===== config.mk =====
export PLATFORM = sky130hd
export DESIGN_NAME = port_a_pin_control
export DESIGN_NICKNAME = d
export VERILOG_FILES = /design/src/rtl/port_a_pkg.sv /design/src/rtl/pin_level_sync.sv /design/src/rtl/port_a_pin_control.sv
export SDC_FILE = /design/constraint.sdc
export NUM_CORES = 1
export LEC_CHECK = 0
export ABC_AREA = 1
export BUFFER_PORTS_ARGS = -buffer_cell sky130_fd_sc_hd__clkbuf_2
export CAP_MARGIN = 20
export CORE_MARGIN = 2
export CORE_UTILIZATION = 47
export CTS_CLUSTER_SIZE = 10
export DETAILED_ROUTE_END_ITERATION = 6
export PLACE_DENSITY = 0.76
export SLEW_MARGIN = 20
export SYNTH_ARGS = -nofsm -noshare
export SYNTH_HDL_FRONTEND = slang
export SYNTH_SLANG_ARGS = --single-unit

===== constraint.sdc =====
create_clock -name clk_sys -period 1.3 [get_ports clk_sys]
set_input_delay 0.065 -clock clk_sys [delete_from_list [all_inputs] [get_ports clk_sys]]
set_output_delay 0.065 -clock clk_sys [all_outputs]
set_load 0.005 [all_outputs]

===== src/rtl/port_a_pkg.sv =====
// Constants, register map and mode types for the port A pin control block.
package port_a_pkg;

  // ---------------------------------------------------------------
  // Register map, byte addresses on the Wishbone bus
  // ---------------------------------------------------------------
  localparam int ADDR_W = 8;
  localparam logic [ADDR_W-1:0] OFS_PIN_LEVELS = 8'h00;
  localparam logic [ADDR_W-1:0] OFS_OUTPUT_LATCH = 8'h04;
  localparam logic [ADDR_W-1:0] OFS_DIRECTION = 8'h08;
  localparam logic [ADDR_W-1:0] OFS_ANALOG_CFG = 8'h0c;
  localparam logic [ADDR_W-1:0] OFS_CMP_CTRL = 8'h10;
  localparam logic [ADDR_W-1:0] OFS_REF_CTRL = 8'h14;
  localparam logic [ADDR_W-1:0] OFS_OSC_MODE = 8'h18;

  // ---------------------------------------------------------------
  // Reset values
  // ---------------------------------------------------------------
  localparam logic [7:0] DIR_RESET = 8'hff;
  localparam logic [7:0] LATCH_RESET = 8'h00;
  localparam logic [7:0] ANALOG_CFG_RESET = 8'h00;
  localparam logic [7:0] CMP_CTRL_RESET = 8'h07;
  localparam logic [7:0] REF_CTRL_RESET = 8'h00;

  // ---------------------------------------------------------------
  // Field positions and codes
  // ---------------------------------------------------------------
  localparam int SELECT_HI = 3;
  localparam int VREF_HI_BIT = 4;
  localparam int VREF_LO_BIT = 5;
  localparam logic [7:0] CFG_IMPL_MASK = 8'h3f;
  localparam int CMP_MODE_HI = 2;
  localparam int CMP_KEEP_HI = 5;
  localparam int CMP_RES1_BIT = 6;
  localparam int CMP_RES2_BIT = 7;
  localparam logic [2:0] CMP_OFF_MODE = 3'h7;
  localparam logic [2:0] CMP_ROUTE_MODE = 3'h6;
  localparam int REF_OE_BIT = 6;
  localparam int REF_EN_BIT = 7;
  localparam logic [3:0] ANA_LIMIT_BASE = 4'h7;
  localparam int CH4_INDEX = 4;

  // Pin positions with special functions.
  localparam int PIN_REF = 2;
  localparam int PIN_VREF_HI = 3;
  localparam int PIN_CMP1 = 4;
  localparam int PIN_CMP2 = 5;
  localparam int PIN_CLK = 6;
  localparam int PIN_OSC = 7;
  localparam logic [5:0] LOW_PINS_IO = 6'h3f;

  // ---------------------------------------------------------------
  // Timing: the cycle clock runs at a quarter of the system clock
  // ---------------------------------------------------------------
  localparam int CLK_FREQ_MHZ = 200;
  localparam int CYCLE_CLK_DIV = 4;
  localparam int CYCLE_HALF = CYCLE_CLK_DIV / 2;

  // Oscillator configuration modes.
  typedef enum logic [2:0] {
    ext_crystal_mode,
    rc_clock_out_mode,
    rc_with_io_mode,
    internal_osc_clock_out_mode,
    internal_osc_with_io_mode,
    ext_clock_out_mode,
    external_clock_with_io_mode
  } osc_mode_type;

  localparam osc_mode_type OSC_MODE_RESET = internal_osc_with_io_mode;

endpackage


===== src/rtl/pin_level_sync.sv =====
// Two flip-flop synchroniser for asynchronous pin and comparator levels.
`timescale 1ns/1ps
`default_nettype none

module pin_level_sync #(
  parameter int WIDTH = 8
) (
  input wire logic clk_sys,
  input wire logic nrst,
  input wire logic [WIDTH-1:0] async_level,
  output logic [WIDTH-1:0] sync_level
);

  // ---------------------------------------------------------------
  // Synchroniser stages
  // ---------------------------------------------------------------
  logic [WIDTH-1:0] meta_q;
  logic [WIDTH-1:0] sync_q;

  // The first stage is read only by the second one.
  always_ff @(posedge clk_sys) begin
    if (!nrst) begin
      meta_q <= '0;
      sync_q <= '0;
    end else begin
      meta_q <= async_level;
      sync_q <= meta_q;
    end
  end

  assign sync_level = sync_q;

endmodule

`default_nettype wire


===== src/rtl/port_a_pin_control.sv =====
// Port A pin control: direction, latch, pin read path and overrides.
`timescale 1ns/1ps
`default_nettype none

// Function
// (RQ1) Output mode drives latch, analog irrelevant.
// (RQ2) Input mode reads pin; analog disables input.
// (RQ3) Pins 0-3 reset to analog inputs.
// (RQ4) Reference output disables pin 2 digital.
// (RQ5) Pin 2 input off under analog function.
// (RQ6) Pin 4 digital Schmitt input by default.
// (RQ7) Comparator outputs override latch on pins 4,5.
// (RQ8) Pin 5 resets to analog channel four.
// (RQ9) Pin 6 I/O only in I/O modes.
// (RQ10) Pin 6 drives quarter-rate cycle clock.
// (RQ11) Pin 7 off in external oscillator modes.
// (RQ12) Unused pins 6,7 read zero everywhere.
// (RQ13) Direction ignored for oscillator/reference functions.
// (RQ14) Latch register reads stored latch value.
// (RQ15) Unimplemented configuration bits read zero.
// (RQ16) Port read gives pins, write sets latch.
// (RQ17) Analog pins read zero through port.
// (RQ18) Direction resets to all inputs.
module port_a_pin_control
  import port_a_pkg::*;
#(
  parameter int PINS = 8
) (
  input wire logic clk_sys,
  input wire logic nrst,
  input wire logic wb_cyc,
  input wire logic wb_stb,
  input wire logic wb_we,
  input wire logic [ADDR_W-1:0] wb_adr,
  input wire logic [3:0] wb_sel,
  input wire logic [31:0] wb_dat_w,
  output logic [31:0] wb_dat_r,
  output logic wb_ack,
  input wire logic [PINS-1:0] pin_in,
  output logic [PINS-1:0] pin_out,
  output logic [PINS-1:0] pin_oe,
  input wire logic [1:0] cmp_result,
  output logic [PINS-1:0] analog_select
);

  // ---------------------------------------------------------------
  // Registers and internal signals
  // ---------------------------------------------------------------
  logic [7:0] dir_q;
  logic [7:0] latch_q;
  logic [7:0] analog_cfg_q;
  logic [7:0] cmp_ctrl_q;
  logic [7:0] ref_ctrl_q;
  osc_mode_type osc_mode_q;
  logic ack_q;
  logic [31:0] rdata_q;
  logic [PINS-1:0] out_q;
  logic [PINS-1:0] oe_q;
  logic [PINS-1:0] ana_q;
  logic [1:0] div_q;
  logic cyc_clk_q;
  logic [PINS+1:0] sync_all;
  logic [PINS-1:0] pin_sync;
  logic [1:0] cmp_sync;
  logic pin6_io;
  logic pin6_clk;
  logic pin7_io;
  logic [PINS-1:0] io_ok;
  logic cmp_on;
  logic cmp_route;
  logic ref_out;
  logic [PINS-1:0] analog;
  logic [PINS-1:0] in_en;
  logic [PINS-1:0] level;
  logic [PINS-1:0] out_d;
  logic [PINS-1:0] oe_d;
  logic req;
  logic wr;
  logic [7:0] rd_byte;

  // Channel k is analog while the select field is below its limit.
  function automatic logic adc_analog(input logic [3:0] sel, input int idx);
    logic [3:0] limit;
    limit = ANA_LIMIT_BASE - 4'(idx);
    return sel < limit;
  endfunction

  // ---------------------------------------------------------------
  // Input synchronisation
  // ---------------------------------------------------------------
  pin_level_sync #(
    .WIDTH(PINS + 2)
  ) u_sync (
    .clk_sys(clk_sys),
    .nrst(nrst),
    .async_level({cmp_result, pin_in}),
    .sync_level(sync_all)
  );

  assign pin_sync = sync_all[PINS-1:0];
  assign cmp_sync = sync_all[PINS+1:PINS];

  // ---------------------------------------------------------------
  // Oscillator pin use
  // ---------------------------------------------------------------
  // Decode which oscillator pins are free for general I/O.
  always_comb begin
    pin6_io = 1'b0;
    pin6_clk = 1'b0;
    pin7_io = 1'b0;
    unique case (osc_mode_q)
      ext_crystal_mode: begin
        pin6_io = 1'b0;
      end
      rc_clock_out_mode, ext_clock_out_mode: begin
        pin6_clk = 1'b1;
      end
      rc_with_io_mode, external_clock_with_io_mode: begin
        pin6_io = 1'b1;
      end
      internal_osc_clock_out_mode: begin
        pin6_clk = 1'b1;
        pin7_io = 1'b1;
      end
      internal_osc_with_io_mode: begin
        pin6_io = 1'b1;
        pin7_io = 1'b1;
      end
      default: begin
        pin6_io = 1'b0;
      end
    endcase
  end

  // (RQ9) pin 6 I/O gating.
  // (RQ11) pin 7 oscillator gating.
  assign io_ok = {pin7_io, pin6_io, LOW_PINS_IO};

  // ---------------------------------------------------------------
  // Analog selection
  // ---------------------------------------------------------------
  assign cmp_on = cmp_ctrl_q[CMP_MODE_HI:0] != CMP_OFF_MODE;
  assign cmp_route = cmp_ctrl_q[CMP_MODE_HI:0] == CMP_ROUTE_MODE;
  assign ref_out = ref_ctrl_q[REF_EN_BIT] & ref_ctrl_q[REF_OE_BIT];

  // Work out which pins are taken by an analog function.
  always_comb begin
    analog = '0;
    // (RQ3) low pins analog from reset config.
    for (int k = 0; k < PIN_CMP1; k++) begin
      analog[k] = adc_analog(analog_cfg_q[SELECT_HI:0], k) | cmp_on;
    end
    // (RQ5) reference inputs count as analog.
    analog[PIN_REF] = analog[PIN_REF] | analog_cfg_q[VREF_LO_BIT];
    analog[PIN_VREF_HI] = analog[PIN_VREF_HI] | analog_cfg_q[VREF_HI_BIT];
    // (RQ8) pin 5 carries channel four.
    analog[PIN_CMP2] = adc_analog(analog_cfg_q[SELECT_HI:0], CH4_INDEX);
    // (RQ6) pin 4 never analog.
    analog[PIN_CMP1] = 1'b0;
  end

  // ---------------------------------------------------------------
  // Pin read path
  // ---------------------------------------------------------------
  // (RQ2) analog pins lose their digital input.
  // (RQ4) reference output blocks pin 2 input.
  always_comb begin
    in_en = io_ok & ~analog;
    if (ref_out) begin
      in_en[PIN_REF] = 1'b0;
    end
  end

  // (RQ17) analog pins read as zero.
  assign level = pin_sync & in_en;

  // ---------------------------------------------------------------
  // Pin drive path
  // ---------------------------------------------------------------
  // Choose the value and enable for each pin driver.
  always_comb begin
    // (RQ1) output mode drives the latch.
    oe_d = ~dir_q & io_ok;
    out_d = latch_q & io_ok;
    // (RQ7) comparator results take priority.
    if (cmp_route && !dir_q[PIN_CMP1]) begin
      out_d[PIN_CMP1] = cmp_sync[0];
    end
    if (cmp_route && !dir_q[PIN_CMP2]) begin
      out_d[PIN_CMP2] = cmp_sync[1];
    end
    // (RQ13) direction ignored for these functions.
    if (ref_out) begin
      oe_d[PIN_REF] = 1'b0;
      out_d[PIN_REF] = 1'b0;
    end
    // (RQ10) cycle clock out on pin 6.
    if (pin6_clk) begin
      oe_d[PIN_CLK] = 1'b1;
      out_d[PIN_CLK] = cyc_clk_q;
    end
  end

  // Register the pin drivers and the analog selection.
  always_ff @(posedge clk_sys) begin
    if (!nrst) begin
      out_q <= '0;
      oe_q <= '0;
      ana_q <= '0;
    end else begin
      out_q <= out_d;
      oe_q <= oe_d;
      ana_q <= analog;
    end
  end

  assign pin_out = out_q;
  assign pin_oe = oe_q;
  assign analog_select = ana_q;

  // ---------------------------------------------------------------
  // Cycle clock divider
  // ---------------------------------------------------------------
  // Toggle every half period to give a quarter of the system clock.
  always_ff @(posedge clk_sys) begin
    if (!nrst) begin
      div_q <= '0;
      cyc_clk_q <= 1'b0;
    end else if (div_q == 2'(CYCLE_HALF - 1)) begin
      div_q <= '0;
      cyc_clk_q <= ~cyc_clk_q;
    end else begin
      div_q <= div_q + 2'h1;
    end
  end

  // ---------------------------------------------------------------
  // Wishbone slave
  // ---------------------------------------------------------------
  assign req = wb_cyc & wb_stb;
  assign wr = req & wb_we & ack_q & wb_sel[0];

  // Acknowledge one cycle after the request, then drop for a cycle.
  always_ff @(posedge clk_sys) begin
    if (!nrst) begin
      ack_q <= 1'b0;
    end else begin
      ack_q <= req & ~ack_q;
    end
  end

  // Read multiplexer; unmapped addresses return zero.
  always_comb begin
    rd_byte = 8'h00;
    unique case (wb_adr)
      // (RQ16) port read gives pin levels.
      OFS_PIN_LEVELS: rd_byte = level;
      // (RQ14) latch reads stored value.
      // (RQ12) unused oscillator pins read zero.
      OFS_OUTPUT_LATCH: rd_byte = latch_q & io_ok;
      OFS_DIRECTION: rd_byte = dir_q & io_ok;
      // (RQ15) upper config bits read zero.
      OFS_ANALOG_CFG: rd_byte = analog_cfg_q & CFG_IMPL_MASK;
      OFS_CMP_CTRL: rd_byte = {cmp_sync[1], cmp_sync[0], cmp_ctrl_q[CMP_KEEP_HI:0]};
      OFS_REF_CTRL: rd_byte = ref_ctrl_q;
      OFS_OSC_MODE: rd_byte = {5'h00, osc_mode_q};
      default: rd_byte = 8'h00;
    endcase
  end

  // Capture read data as the acknowledge rises.
  always_ff @(posedge clk_sys) begin
    if (!nrst) begin
      rdata_q <= '0;
    end else if (req && !ack_q) begin
      rdata_q <= {24'h000000, rd_byte};
    end
  end

  assign wb_dat_r = rdata_q;
  assign wb_ack = ack_q;

  // ---------------------------------------------------------------
  // Port registers
  // ---------------------------------------------------------------
  // (RQ18) direction resets to inputs.
  always_ff @(posedge clk_sys) begin
    if (!nrst) begin
      dir_q <= DIR_RESET;
    end else if (wr && wb_adr == OFS_DIRECTION) begin
      dir_q <= wb_dat_w[7:0];
    end
  end

  // (RQ16) port and latch writes both set the latch.
  always_ff @(posedge clk_sys) begin
    if (!nrst) begin
      latch_q <= LATCH_RESET;
    end else if (wr && (wb_adr == OFS_OUTPUT_LATCH || wb_adr == OFS_PIN_LEVELS)) begin
      latch_q <= wb_dat_w[7:0];
    end
  end

  // Analog, comparator and reference configuration.
  always_ff @(posedge clk_sys) begin
    if (!nrst) begin
      analog_cfg_q <= ANALOG_CFG_RESET;
      cmp_ctrl_q <= CMP_CTRL_RESET;
      ref_ctrl_q <= REF_CTRL_RESET;
    end else if (wr) begin
      if (wb_adr == OFS_ANALOG_CFG) begin
        analog_cfg_q <= wb_dat_w[7:0] & CFG_IMPL_MASK;
      end
      if (wb_adr == OFS_CMP_CTRL) begin
        cmp_ctrl_q <= wb_dat_w[7:0];
      end
      if (wb_adr == OFS_REF_CTRL) begin
        ref_ctrl_q <= wb_dat_w[7:0];
      end
    end
  end

  // Oscillator configuration.
  always_ff @(posedge clk_sys) begin
    if (!nrst) begin
      osc_mode_q <= OSC_MODE_RESET;
    end else if (wr && wb_adr == OFS_OSC_MODE) begin
      osc_mode_q <= osc_mode_type'(wb_dat_w[2:0]);
    end
  end
endmodule

`default_nettype wire


==> impl_summary.md, run 1 <==
Hold path
The instance count along the most critical hold path is 3. The path with the worst hold slack has its endpoint at latch_q[5]$_SDFFE_PN0P_. The path type of the worst min-delay path is primary input to register.

The worst hold path begins at wb_dat_w[5].

Final layout
The area taken by flip-flops and latches is 1852 µm². The fraction of layout instances using a drive strength above 1 is 0.2258. The net count of the finished layout is 686.

The multi-input gate area in the final layout is 1699 µm². The number of antenna diodes in the final layout is 0. The area growth from synthesis to layout is 19.59%. After filler insertion, the fill cell instance count of the layout stands at 779.

Clock tree
CTS placed an instance of sky130_fd_sc_hd__clkbuf_8 at the clock tree root. TritonCTS built the clock tree. In this run the number of H-tree levels came out at 3.

For the worst-skew pair, the clock arrives at the later sink with an insertion delay of 0.36 ns. Clock tree synthesis inserted a total of 9 buffers. The number of sinks handled by clock tree synthesis is 92. After clock tree synthesis, the clock-pin slew on the worst setup and hold paths is 0.09 ns. The largest buffer count on any clock path is 2.

Global routing
The first global-routing pass estimated 14610 µm of wire. The number of global-route vias before repair is 3071. The number of antenna violations at the first check in global routing is 0.

Entering global routing, the biggest net connects 39 pins. In the global route stage, overall resource usage came out at 0.2123. The overflow left after global routing is 0.

Detailed routing
After detailed routing, the total wire length is 9343 µm. The wire length per cell after detailed routing is 12.73 µm. In this run the remaining antenna-violating nets after routing total 0. In the routed design, unresolved DRC markers number 0. The first-pass iteration count of the detailed router is 5. The first routing iteration left 208 violations. For this block, the via count after detailed routing is 3553. In the routed layout, each cell is associated on average with a via count of 4.841.

STA
The number of endpoints with negative hold slack in the final report was 0. The max-slew violation count was 0. The setup clock skew after layout is 0.01115 ns. After layout, the minimum clock period comes to 1.234 ns.

Setup violations remaining at the end of the flow were counted as 0. The final worst hold slack is 0.05577 ns. Setup repair after global routing could not meet its margin everywhere. The portion of the clock cycle consumed by the worst path in the final layout is 0.9493. The highest attainable clock frequency is 810.3 MHz.

Run
Across the run, the number of max-cap violations was 0.

Power
The completed layout was analyzed and its total power is 0.004887 W. The proportion of power drawn by the clock network is 0.336. The total internal power is 0.003732 W.

Dividing total power by cell area gives a power density of 1027 nW/µm². The total net switching power is 0.001155 W. The share of total power in sequential cells is 0.592. In this run the static leakage power is 2.468 nW.

IR analysis of the VDD net gives a maximum drop of 0.5049 mV. The proportion of power drawn by combinational gates is 0.073. The proportion of total power due to net switching is 0.2363.

Floorplanning
The effective utilization at floorplan is 0.4842. The core region is 8217 µm². After floorplanning, the core was divided into 33 placement rows. The number of I/O pins is 116. The horizontal die dimension is 96.01 µm.

From bottom edge to top edge, the die measures 96.01 µm. The floorplan step defined a die boundary enclosing 9218 µm².

Placed design
The routability congestion estimate from global placement is 0.8691. The number of I/O port buffers is 61. The sum of net half-perimeters after detailed placement is 6965 µm.

Outcome
The flow ran to the end, and the final reports show no timing, DRC or antenna violations.

Setup path
In this run the worst path has a maximum fanout of 6. The terminus of the critical flop-to-flop path is latch_q[3]$_SDFFE_PN0P_. The kind of end point of the critical path is a register.

The start of the worst register-to-register path is wb_ack$_SDFF_PN0_. The critical path start-end classification is register to register. For the worst flop-to-flop path, the logic depth is 5. The arrival time at the worst endpoint is 1.53 ns. STA puts the critical path data required time at 1.59 ns. The startpoint type of the worst setup path is a register.

The setup check on the worst reg-to-reg path leaves a slack of 0.07 ns.

Logic synthesis
The mean cell area of the mapped netlist is 7.465 µm². In this run the cell area of the synthesized design comes to 3979 µm². For this run, the register share of the synthesized area comes to 0.4629.

Synthesis instantiated 35 different standard cells from the library. Synthesis handed over a netlist of 533 instances. During synthesis, Yosys emitted a total of 0 warnings.

The number of storage elements in the synthesis netlist is 92.
power groups by stage:
stage	Sequential [W]	Clock, W	Combinational, W
global placement	0.00296	0	0.000316
floorplan	0.00295	0	0.000246
finish	0.00289	0.00164	0.000355
CTS	0.00289	0.00167	0.000353
detailed placement	0.00296	0	0.000324
global route	0.00290	0.00179	0.000397
metrics by stage:
| stage | area, µm² | TNS, ns | worst slack, ns | util | std cells |
|---|---|---|---|---|---|
| after floorplan | 4076 | 0 | 0.05946 | - | 559 |
| after global placement | 4418 | 0 | 0.04655 | 0.5377 | 703 |
| after detailed placement | 4418 | 0 | 0.002527 | 0.5377 | 703 |
| after CTS | 4718 | 0 | 0.004750 | 0.5742 | 732 |
| after global routing | 4758 | -0.02505 | -0.02505 | 0.5791 | 734 |
| final | 4758 | 0 | 0.06596 | 0.5791 | 734 |
cell usage after synthesis:
cell / number / area share
sky130_fd_sc_hd__nand2_1: 119 / 0.11
sky130_fd_sc_hd__dfxtp_1: 92 / 0.46
sky130_fd_sc_hd__nor2_1: 68 / 0.064
sky130_fd_sc_hd__inv_1: 60 / 0.057
sky130_fd_sc_hd__nand3_1: 39 / 0.049
sky130_fd_sc_hd__buf_4: 32 / 0.060
sky130_fd_sc_hd__a21oi_1: 31 / 0.039
sky130_fd_sc_hd__o21ai_0: 24 / 0.030
sky130_fd_sc_hd__clkbuf_1: 9 / 0.0085
sky130_fd_sc_hd__o21ai_1: 8 / 0.010
sky130_fd_sc_hd__o211ai_1: 7 / 0.013
sky130_fd_sc_hd__nand2_2: 5 / 0.0079
sky130_fd_sc_hd__inv_2: 4 / 0.0038
sky130_fd_sc_hd__nand2_4: 4 / 0.011
sky130_fd_sc_hd__a21oi_2: 3 / 0.0066
sky130_fd_sc_hd__nor2_2: 3 / 0.0047
sky130_fd_sc_hd__nor2_4: 3 / 0.0085
sky130_fd_sc_hd__nor3_1: 3 / 0.0038
sky130_fd_sc_hd__inv_4: 2 / 0.0031
sky130_fd_sc_hd__nor2_8: 2 / 0.010
sky130_fd_sc_hd__a21boi_0: 1 / 0.0019
sky130_fd_sc_hd__a21oi_4: 1 / 0.0041
sky130_fd_sc_hd__a311oi_1: 1 / 0.0022
sky130_fd_sc_hd__and2_1: 1 / 0.0016
sky130_fd_sc_hd__buf_2: 1 / 0.0013
sky130_fd_sc_hd__buf_6: 1 / 0.0028
sky130_fd_sc_hd__clkinv_1: 1 / 0.00094
sky130_fd_sc_hd__conb_1: 1 / 0.00094
sky130_fd_sc_hd__ha_1: 1 / 0.0031
sky130_fd_sc_hd__nand4_1: 1 / 0.0016
sky130_fd_sc_hd__nand4_4: 1 / 0.0053
sky130_fd_sc_hd__nor3_2: 1 / 0.0025
sky130_fd_sc_hd__o21a_1: 1 / 0.0019
sky130_fd_sc_hd__or2_2: 1 / 0.0016
sky130_fd_sc_hd__xnor2_1: 1 / 0.0022
worst max-delay path by stage:
stage	from	to	slack [ns]	cells past startpoint
3_5_place_dp	wb_ack$_SDFF_PN0_	ref_ctrl_q[0]$_SDFFE_PN0P_	0.003	5
3_3_place_gp	cmp_ctrl_q[1]$_SDFFE_PN1P_	pin_out[4]$_SDFF_PN0_	0.05	4
5_1_grt	osc_mode_q[0]$_SDFFE_PN0P_	wb_dat_r[6]$_SDFFE_PN0P_	-0.03	9
6_report	wb_ack$_SDFF_PN0_	latch_q[3]$_SDFFE_PN0P_	0.07	5
2_1_floorplan	wb_ack$_SDFF_PN0_	dir_q[7]$_SDFFE_PN1P_	0.06	6
4_1_cts	cmp_ctrl_q[0]$_SDFFE_PN1P_	wb_dat_r[3]$_SDFFE_PN0P_	0.005	8
cell families (layout without fill, tap and decap cells):
| kind of cell | count (synthesis) | count (layout) | share of synthesized area |
|---|---|---|---|
| AND/OR/NAND/NOR | 251 | 251 | 0.2843 |
| buffers and inverters | 110 | 180 | 0.1374 |
| flip-flops | 92 | 92 | 0.4629 |
| AO/OA/AOI/OAI | 77 | 77 | 0.1091 |
| adder cells (fa/ha/maj) | 1 | 1 | 0.003144 |
| other | 1 | 27 | 0.0009425 |
| XOR/XNOR | 1 | 1 | 0.002202 |
sequential cells by signal, summed over array words and instances (netlist names):
signal             cells
osc_mode_q             3
latch_q                8
analog_select          5
wb_dat_r               8
pin_oe                 8
u_sync.meta_q         10
cyc_clk_q              1
div_q                  2
cmp_ctrl_q             6
u_sync.sync_level     10
pin_out                8
wb_ack                 1
analog_cfg_q           6
dir_q                  8
ref_ctrl_q             8
placed cells by master, fill, tap and decap left out, types with 3 or more instances in the layout:
| master | count |
|---|---|
| sky130_fd_sc_hd__inv_2 | 6 |
| sky130_fd_sc_hd__buf_4 | 22 |
| sky130_fd_sc_hd__a21oi_1 | 31 |
| sky130_fd_sc_hd__a21oi_2 | 3 |
| sky130_fd_sc_hd__nor2_4 | 3 |
| sky130_fd_sc_hd__inv_1 | 58 |
| sky130_fd_sc_hd__o21ai_0 | 21 |
| sky130_fd_sc_hd__dfxtp_1 | 84 |
| sky130_fd_sc_hd__conb_1 | 27 |
| sky130_fd_sc_hd__dlygate4sd3_1 | 12 |
| sky130_fd_sc_hd__nand2_2 | 5 |
| sky130_fd_sc_hd__nand3_1 | 39 |
| sky130_fd_sc_hd__o211ai_1 | 7 |
| sky130_fd_sc_hd__clkbuf_2 | 61 |
| sky130_fd_sc_hd__o21ai_1 | 11 |
| sky130_fd_sc_hd__nand2_4 | 4 |
| sky130_fd_sc_hd__dfxtp_2 | 8 |
| sky130_fd_sc_hd__buf_12 | 3 |
| sky130_fd_sc_hd__nor3_1 | 3 |
| sky130_fd_sc_hd__nor2_1 | 66 |
| sky130_fd_sc_hd__nand2_1 | 119 |
| sky130_fd_sc_hd__clkbuf_8 | 10 |
| sky130_fd_sc_hd__nor2_2 | 5 |
area by class of cell:
cell class | count | share of cell area
clock buffer | 12 | 0.03050
clock inverter | 2 | 0.002630
inverter | 67 | 0.05390
multi-input combinational | 357 | 0.3571
sequential | 92 | 0.3892
tap | 105 | 0.02761
timing repair buffer | 99 | 0.1391
metal layers:
metal,GRT usage,vias to the layer above,part of all wire
li1,-,1802,-
met1,0.2926,1585,0.46
met2,0.3223,146,0.45
met3,0.03915,20,0.066
met4,0.09643,0,0.024
met5,0,-,0
repair_timing:
| action | in CTS | in global routing |
|---|---|---|
| setup buffers | 3 | 2 |
| gates cloned | 0 | 0 |
| gates resized for setup | 0 | 17 |
| pin swaps | 1 | 4 |
| hold endpoints to repair | 14 | 0 |
| setup endpoints to repair | 3 | 28 |
| hold buffers | 12 | 0 |
critical path, cell delays in order, from the launching register on:
cell and delay, ns:
sky130_fd_sc_hd__dfxtp_2 0.36, sky130_fd_sc_hd__nand4_4 0.19, sky130_fd_sc_hd__a21oi_4 0.26, sky130_fd_sc_hd__buf_4 0.18
sky130_fd_sc_hd__o21ai_0 0.07, sky130_fd_sc_hd__a21oi_1 0.11
(Power assumes the default switching activity.)
==> inputs of run 2 (changes only) <==
Settings changed: CORE_UTILIZATION 47 to 48, PLACE_DENSITY 0.76 to 0.75.
Clock period 1.3 ns to 1.5 ns, I/O delays scaled along.
==> run 2 against run 1 <==
Core utilization shrank 0.64 points; global-route usage fell by 0.075 points; wire length down 1.3%; fmax shrank 8.4%; first-iteration DRC count rose by 38%; total power is 3.3% lower; die area down 2.0%; register-to-register slack gained 0.09 ns; largest cell class unchanged.
==> impl_summary.md, run 2 (synthesis gave the netlist of run 1 again) <==
Outcome
The run finished with clean final reports.

Floorplanning
The effective utilization at floorplan is 0.4892 (+0.004916). The number of I/O pins is 116 (unchanged). The die outline height is 95.05 µm (-1.0%).

The number of rows in the core area is 33 (unchanged). The core outline area is 8134 µm² (-1.0%). The horizontal die dimension came to 95.05 µm (-1.0%). The area enclosed by the die boundary came to 9034 µm² (-2.0%).

Hold path
The worst hold path belongs to the class primary input to register.

Final layout
The most frequent standard cell in the layout excluding fill and tap cells is sky130_fd_sc_hd__nand2_1. The library cells used most frequently in the layout, excluding fill and tap cells, are sky130_fd_sc_hd__nand2_1, sky130_fd_sc_hd__dfxtp_1, sky130_fd_sc_hd__nor2_1, sky130_fd_sc_hd__clkbuf_2, sky130_fd_sc_hd__inv_1. The utilization after layout is 0.5727 (-0.006427). The number of antenna diodes is 0 (unchanged). The fraction of layout instances using a drive strength above 1 came to 0.1867 (-0.03907).

The count of fill cells added during filler insertion came to 764 (-1.9%). The relative area change from synthesis to final layout is 17.08%. The net total in the final layout came to 671 (-2.2%).

Global routing
The first-pass GRT wire length is 14500 µm (-0.81%). The number of global-route vias before repair is 3046 (-0.81%). The maximum number of pins on one net before global-route repair was 25 (-36%). The total global-route track usage came to 0.2115 (-0.0007497). The overflow left after global routing is 0 (unchanged). The number of antenna violations at the first check in global routing is 0 (unchanged).

Power
The share of total power in sequential cells is 0.530 (-0.062). The proportion of total power due to net switching is 0.2154 (-0.02092). The total internal power is 0.003707 W (-0.68%).

The highest ir drop seen on vdd is 0.4650 mV (-7.9%). The total power density per cell area came to 1014 nW/µm² (-1.2%). The proportion of power drawn by the clock network is 0.407 (+0.071).

The proportion of power drawn by combinational gates is 0.063 (-0.010). The total net switching power is 0.001018 W (-12%). The total leakage power came to 2.410 nW (-2.4%).

STA
The setup clock skew after layout is 0.009245 ns (-0.001907 ns). The max-slew violation count is 0 (unchanged). The portion of the clock cycle consumed by the worst path in the final layout came to 0.8980 (-0.05122). The final setup TNS is 0 ns (unchanged).

The number of endpoints with negative hold slack in the final report is 0 (unchanged). Setup repair after global routing left no endpoint under its margin. The final critical-path required period is 1.347 ns (+0.1130 ns). The highest attainable clock frequency is 742.4 MHz (-8.4%). The final-report setup violation count is 0 (unchanged). The setup slack of the critical path after layout is 0.1529 ns (+0.08698 ns).

Setup path
The required time of the worst setup path was 1.79 ns (+0.20 ns). The arrival time at the worst endpoint came to 1.64 ns (+0.11 ns). STA classifies the critical path startpoint as a register.

The reg2reg setup slack is 0.15 ns (+0.09 ns). The highest net fanout along the worst path was 5 (-1). The worst setup path is captured at a register. The critical path start-end classification is register to register.

Detailed routing
The violation count after the first detailed-route iteration is 287 (+38%). The highest signal layer in the routed design is met4. The post-detailed-route via-to-cell ratio is 4.814 (-0.55%). The wire length per cell after detailed routing was 12.79 µm (+0.51%).

The overall routed net length is 9224 µm (-1.3%). The post-detailed-route count of antenna-violating nets is 0 (unchanged). The wire length on met3 was 644 µm (+4.5%).

The detailed-route via count is 3471 (-2.3%). The total DRC errors in the routed layout is 0 (unchanged). The met2 wire length was 4162 µm (-0.55%). The first-pass iteration count of the detailed router was 5 (unchanged). The detailed-route wire length on metal 1 is 4164 µm (-3.5%).

Clock tree
The quantity of gates resized following cts came to 0 (unchanged). The CTS buffer count was 9 (unchanged). The clock-pin slew of the registers on the worst-case setup and hold paths is 0.08 ns (about the same). The worst-skew pair later-pin latency is 0.35 ns (about the same). The largest buffer count on any clock path is 2 (unchanged). The CTS tree is built.

The deepest level of the CTS H-tree came to 3 (unchanged). The number of sinks handled by clock tree synthesis is 92 (unchanged). The post-CTS setup-driven buffer insertion count is 0 (-3). The cell chosen for the clock root is sky130_fd_sc_hd__clkbuf_8.

Run
The max-cap check violation count was 0 (unchanged).

Placed design
The worst-case setup slack after placement is 0.1167 ns (+0.1142 ns). The routability congestion estimate from global placement was 0.9079 (+4.5%). The sum of net half-perimeters after detailed placement is 6765 µm (-2.9%). The number of I/O port buffers is 61 (unchanged).
run 2: timing repair:
action | in CTS | in global routing
hold buffers | 12 | 0
hold endpoints to repair | 12 | 0
setup endpoints to repair | 0 | 0
run 2: layout make-up:
class                   instances  area, µm²  area share
repair buffers                 84      508.0      0.1091
clock buffers                  12      135.1     0.02901
inverters                      67      256.5     0.05506
well taps                     105      131.4     0.02820
flip-flops and latches         92       1842      0.3954
clock inverters                 4      97.59     0.02095
multi-input cells             357       1688      0.3623
run 2: per-stage QoR:
step / hold slack (ns) / power, W / instances / instance area [µm²]
finish: 0.05201 / 0.004725 / 721 / 4658
global route: 0.07686 / 0.004887 / 721 / 4658
CTS: 0.04086 / 0.004765 / 721 / 4658
detailed placement: 0.2591 / 0.002832 / 693 / 4305
global placement: 0.2582 / 0.002825 / 693 / 4305
floorplan: 0.1726 / 0.002772 / 559 / 4076
run 2: path summary, 6_finish.rpt:
| kind | depth (start not counted) | start | endpoint |
|---|---|---|---|
| min reg2reg | 2 | u_sync.meta_q[9]$_SDFF_PN0_ | u_sync.sync_level[9]$_SDFF_PN0_ |
| max | 8 | cmp_ctrl_q[0]$_SDFFE_PN1P_ | wb_dat_r[0]$_SDFFE_PN0P_ |
| min | 3 | wb_dat_w[4] | ref_ctrl_q[4]$_SDFFE_PN0P_ |
| max reg2reg | 8 | cmp_ctrl_q[0]$_SDFFE_PN1P_ | wb_dat_r[0]$_SDFFE_PN0P_ |
run 2: layer usage:
| layer | track usage | up-vias |
|---|---|---|
| met5 | 0 | - |
| met4 | 0.1002 | 0 |
| met3 | 0.03399 | 17 |
| met2 | 0.3351 | 124 |
| met1 | 0.2829 | 1560 |
| li1 | - | 1770 |
run 2: power by group through the flow:
stage          clock network [W]  logic (W)  registers [W]
2_1_floorplan                  0   0.000213        0.00256
3_3_place_gp                   0   0.000264        0.00256
3_5_place_dp                   0   0.000270        0.00256
4_1_cts                  0.00197   0.000295        0.00250
5_1_grt                  0.00204   0.000336        0.00251
6_report                 0.00192   0.000296        0.00250
run 2: critical path, stage by stage (launching register included):
cell                      delay, ns
sky130_fd_sc_hd__dfxtp_1       0.43
sky130_fd_sc_hd__nand3_1       0.14
sky130_fd_sc_hd__nor2_1        0.20
sky130_fd_sc_hd__nand2_1       0.12
sky130_fd_sc_hd__nor2_1        0.11
sky130_fd_sc_hd__nor2_1        0.05
sky130_fd_sc_hd__nand2_1       0.06
sky130_fd_sc_hd__nand2_1       0.05
sky130_fd_sc_hd__a21oi_1       0.11
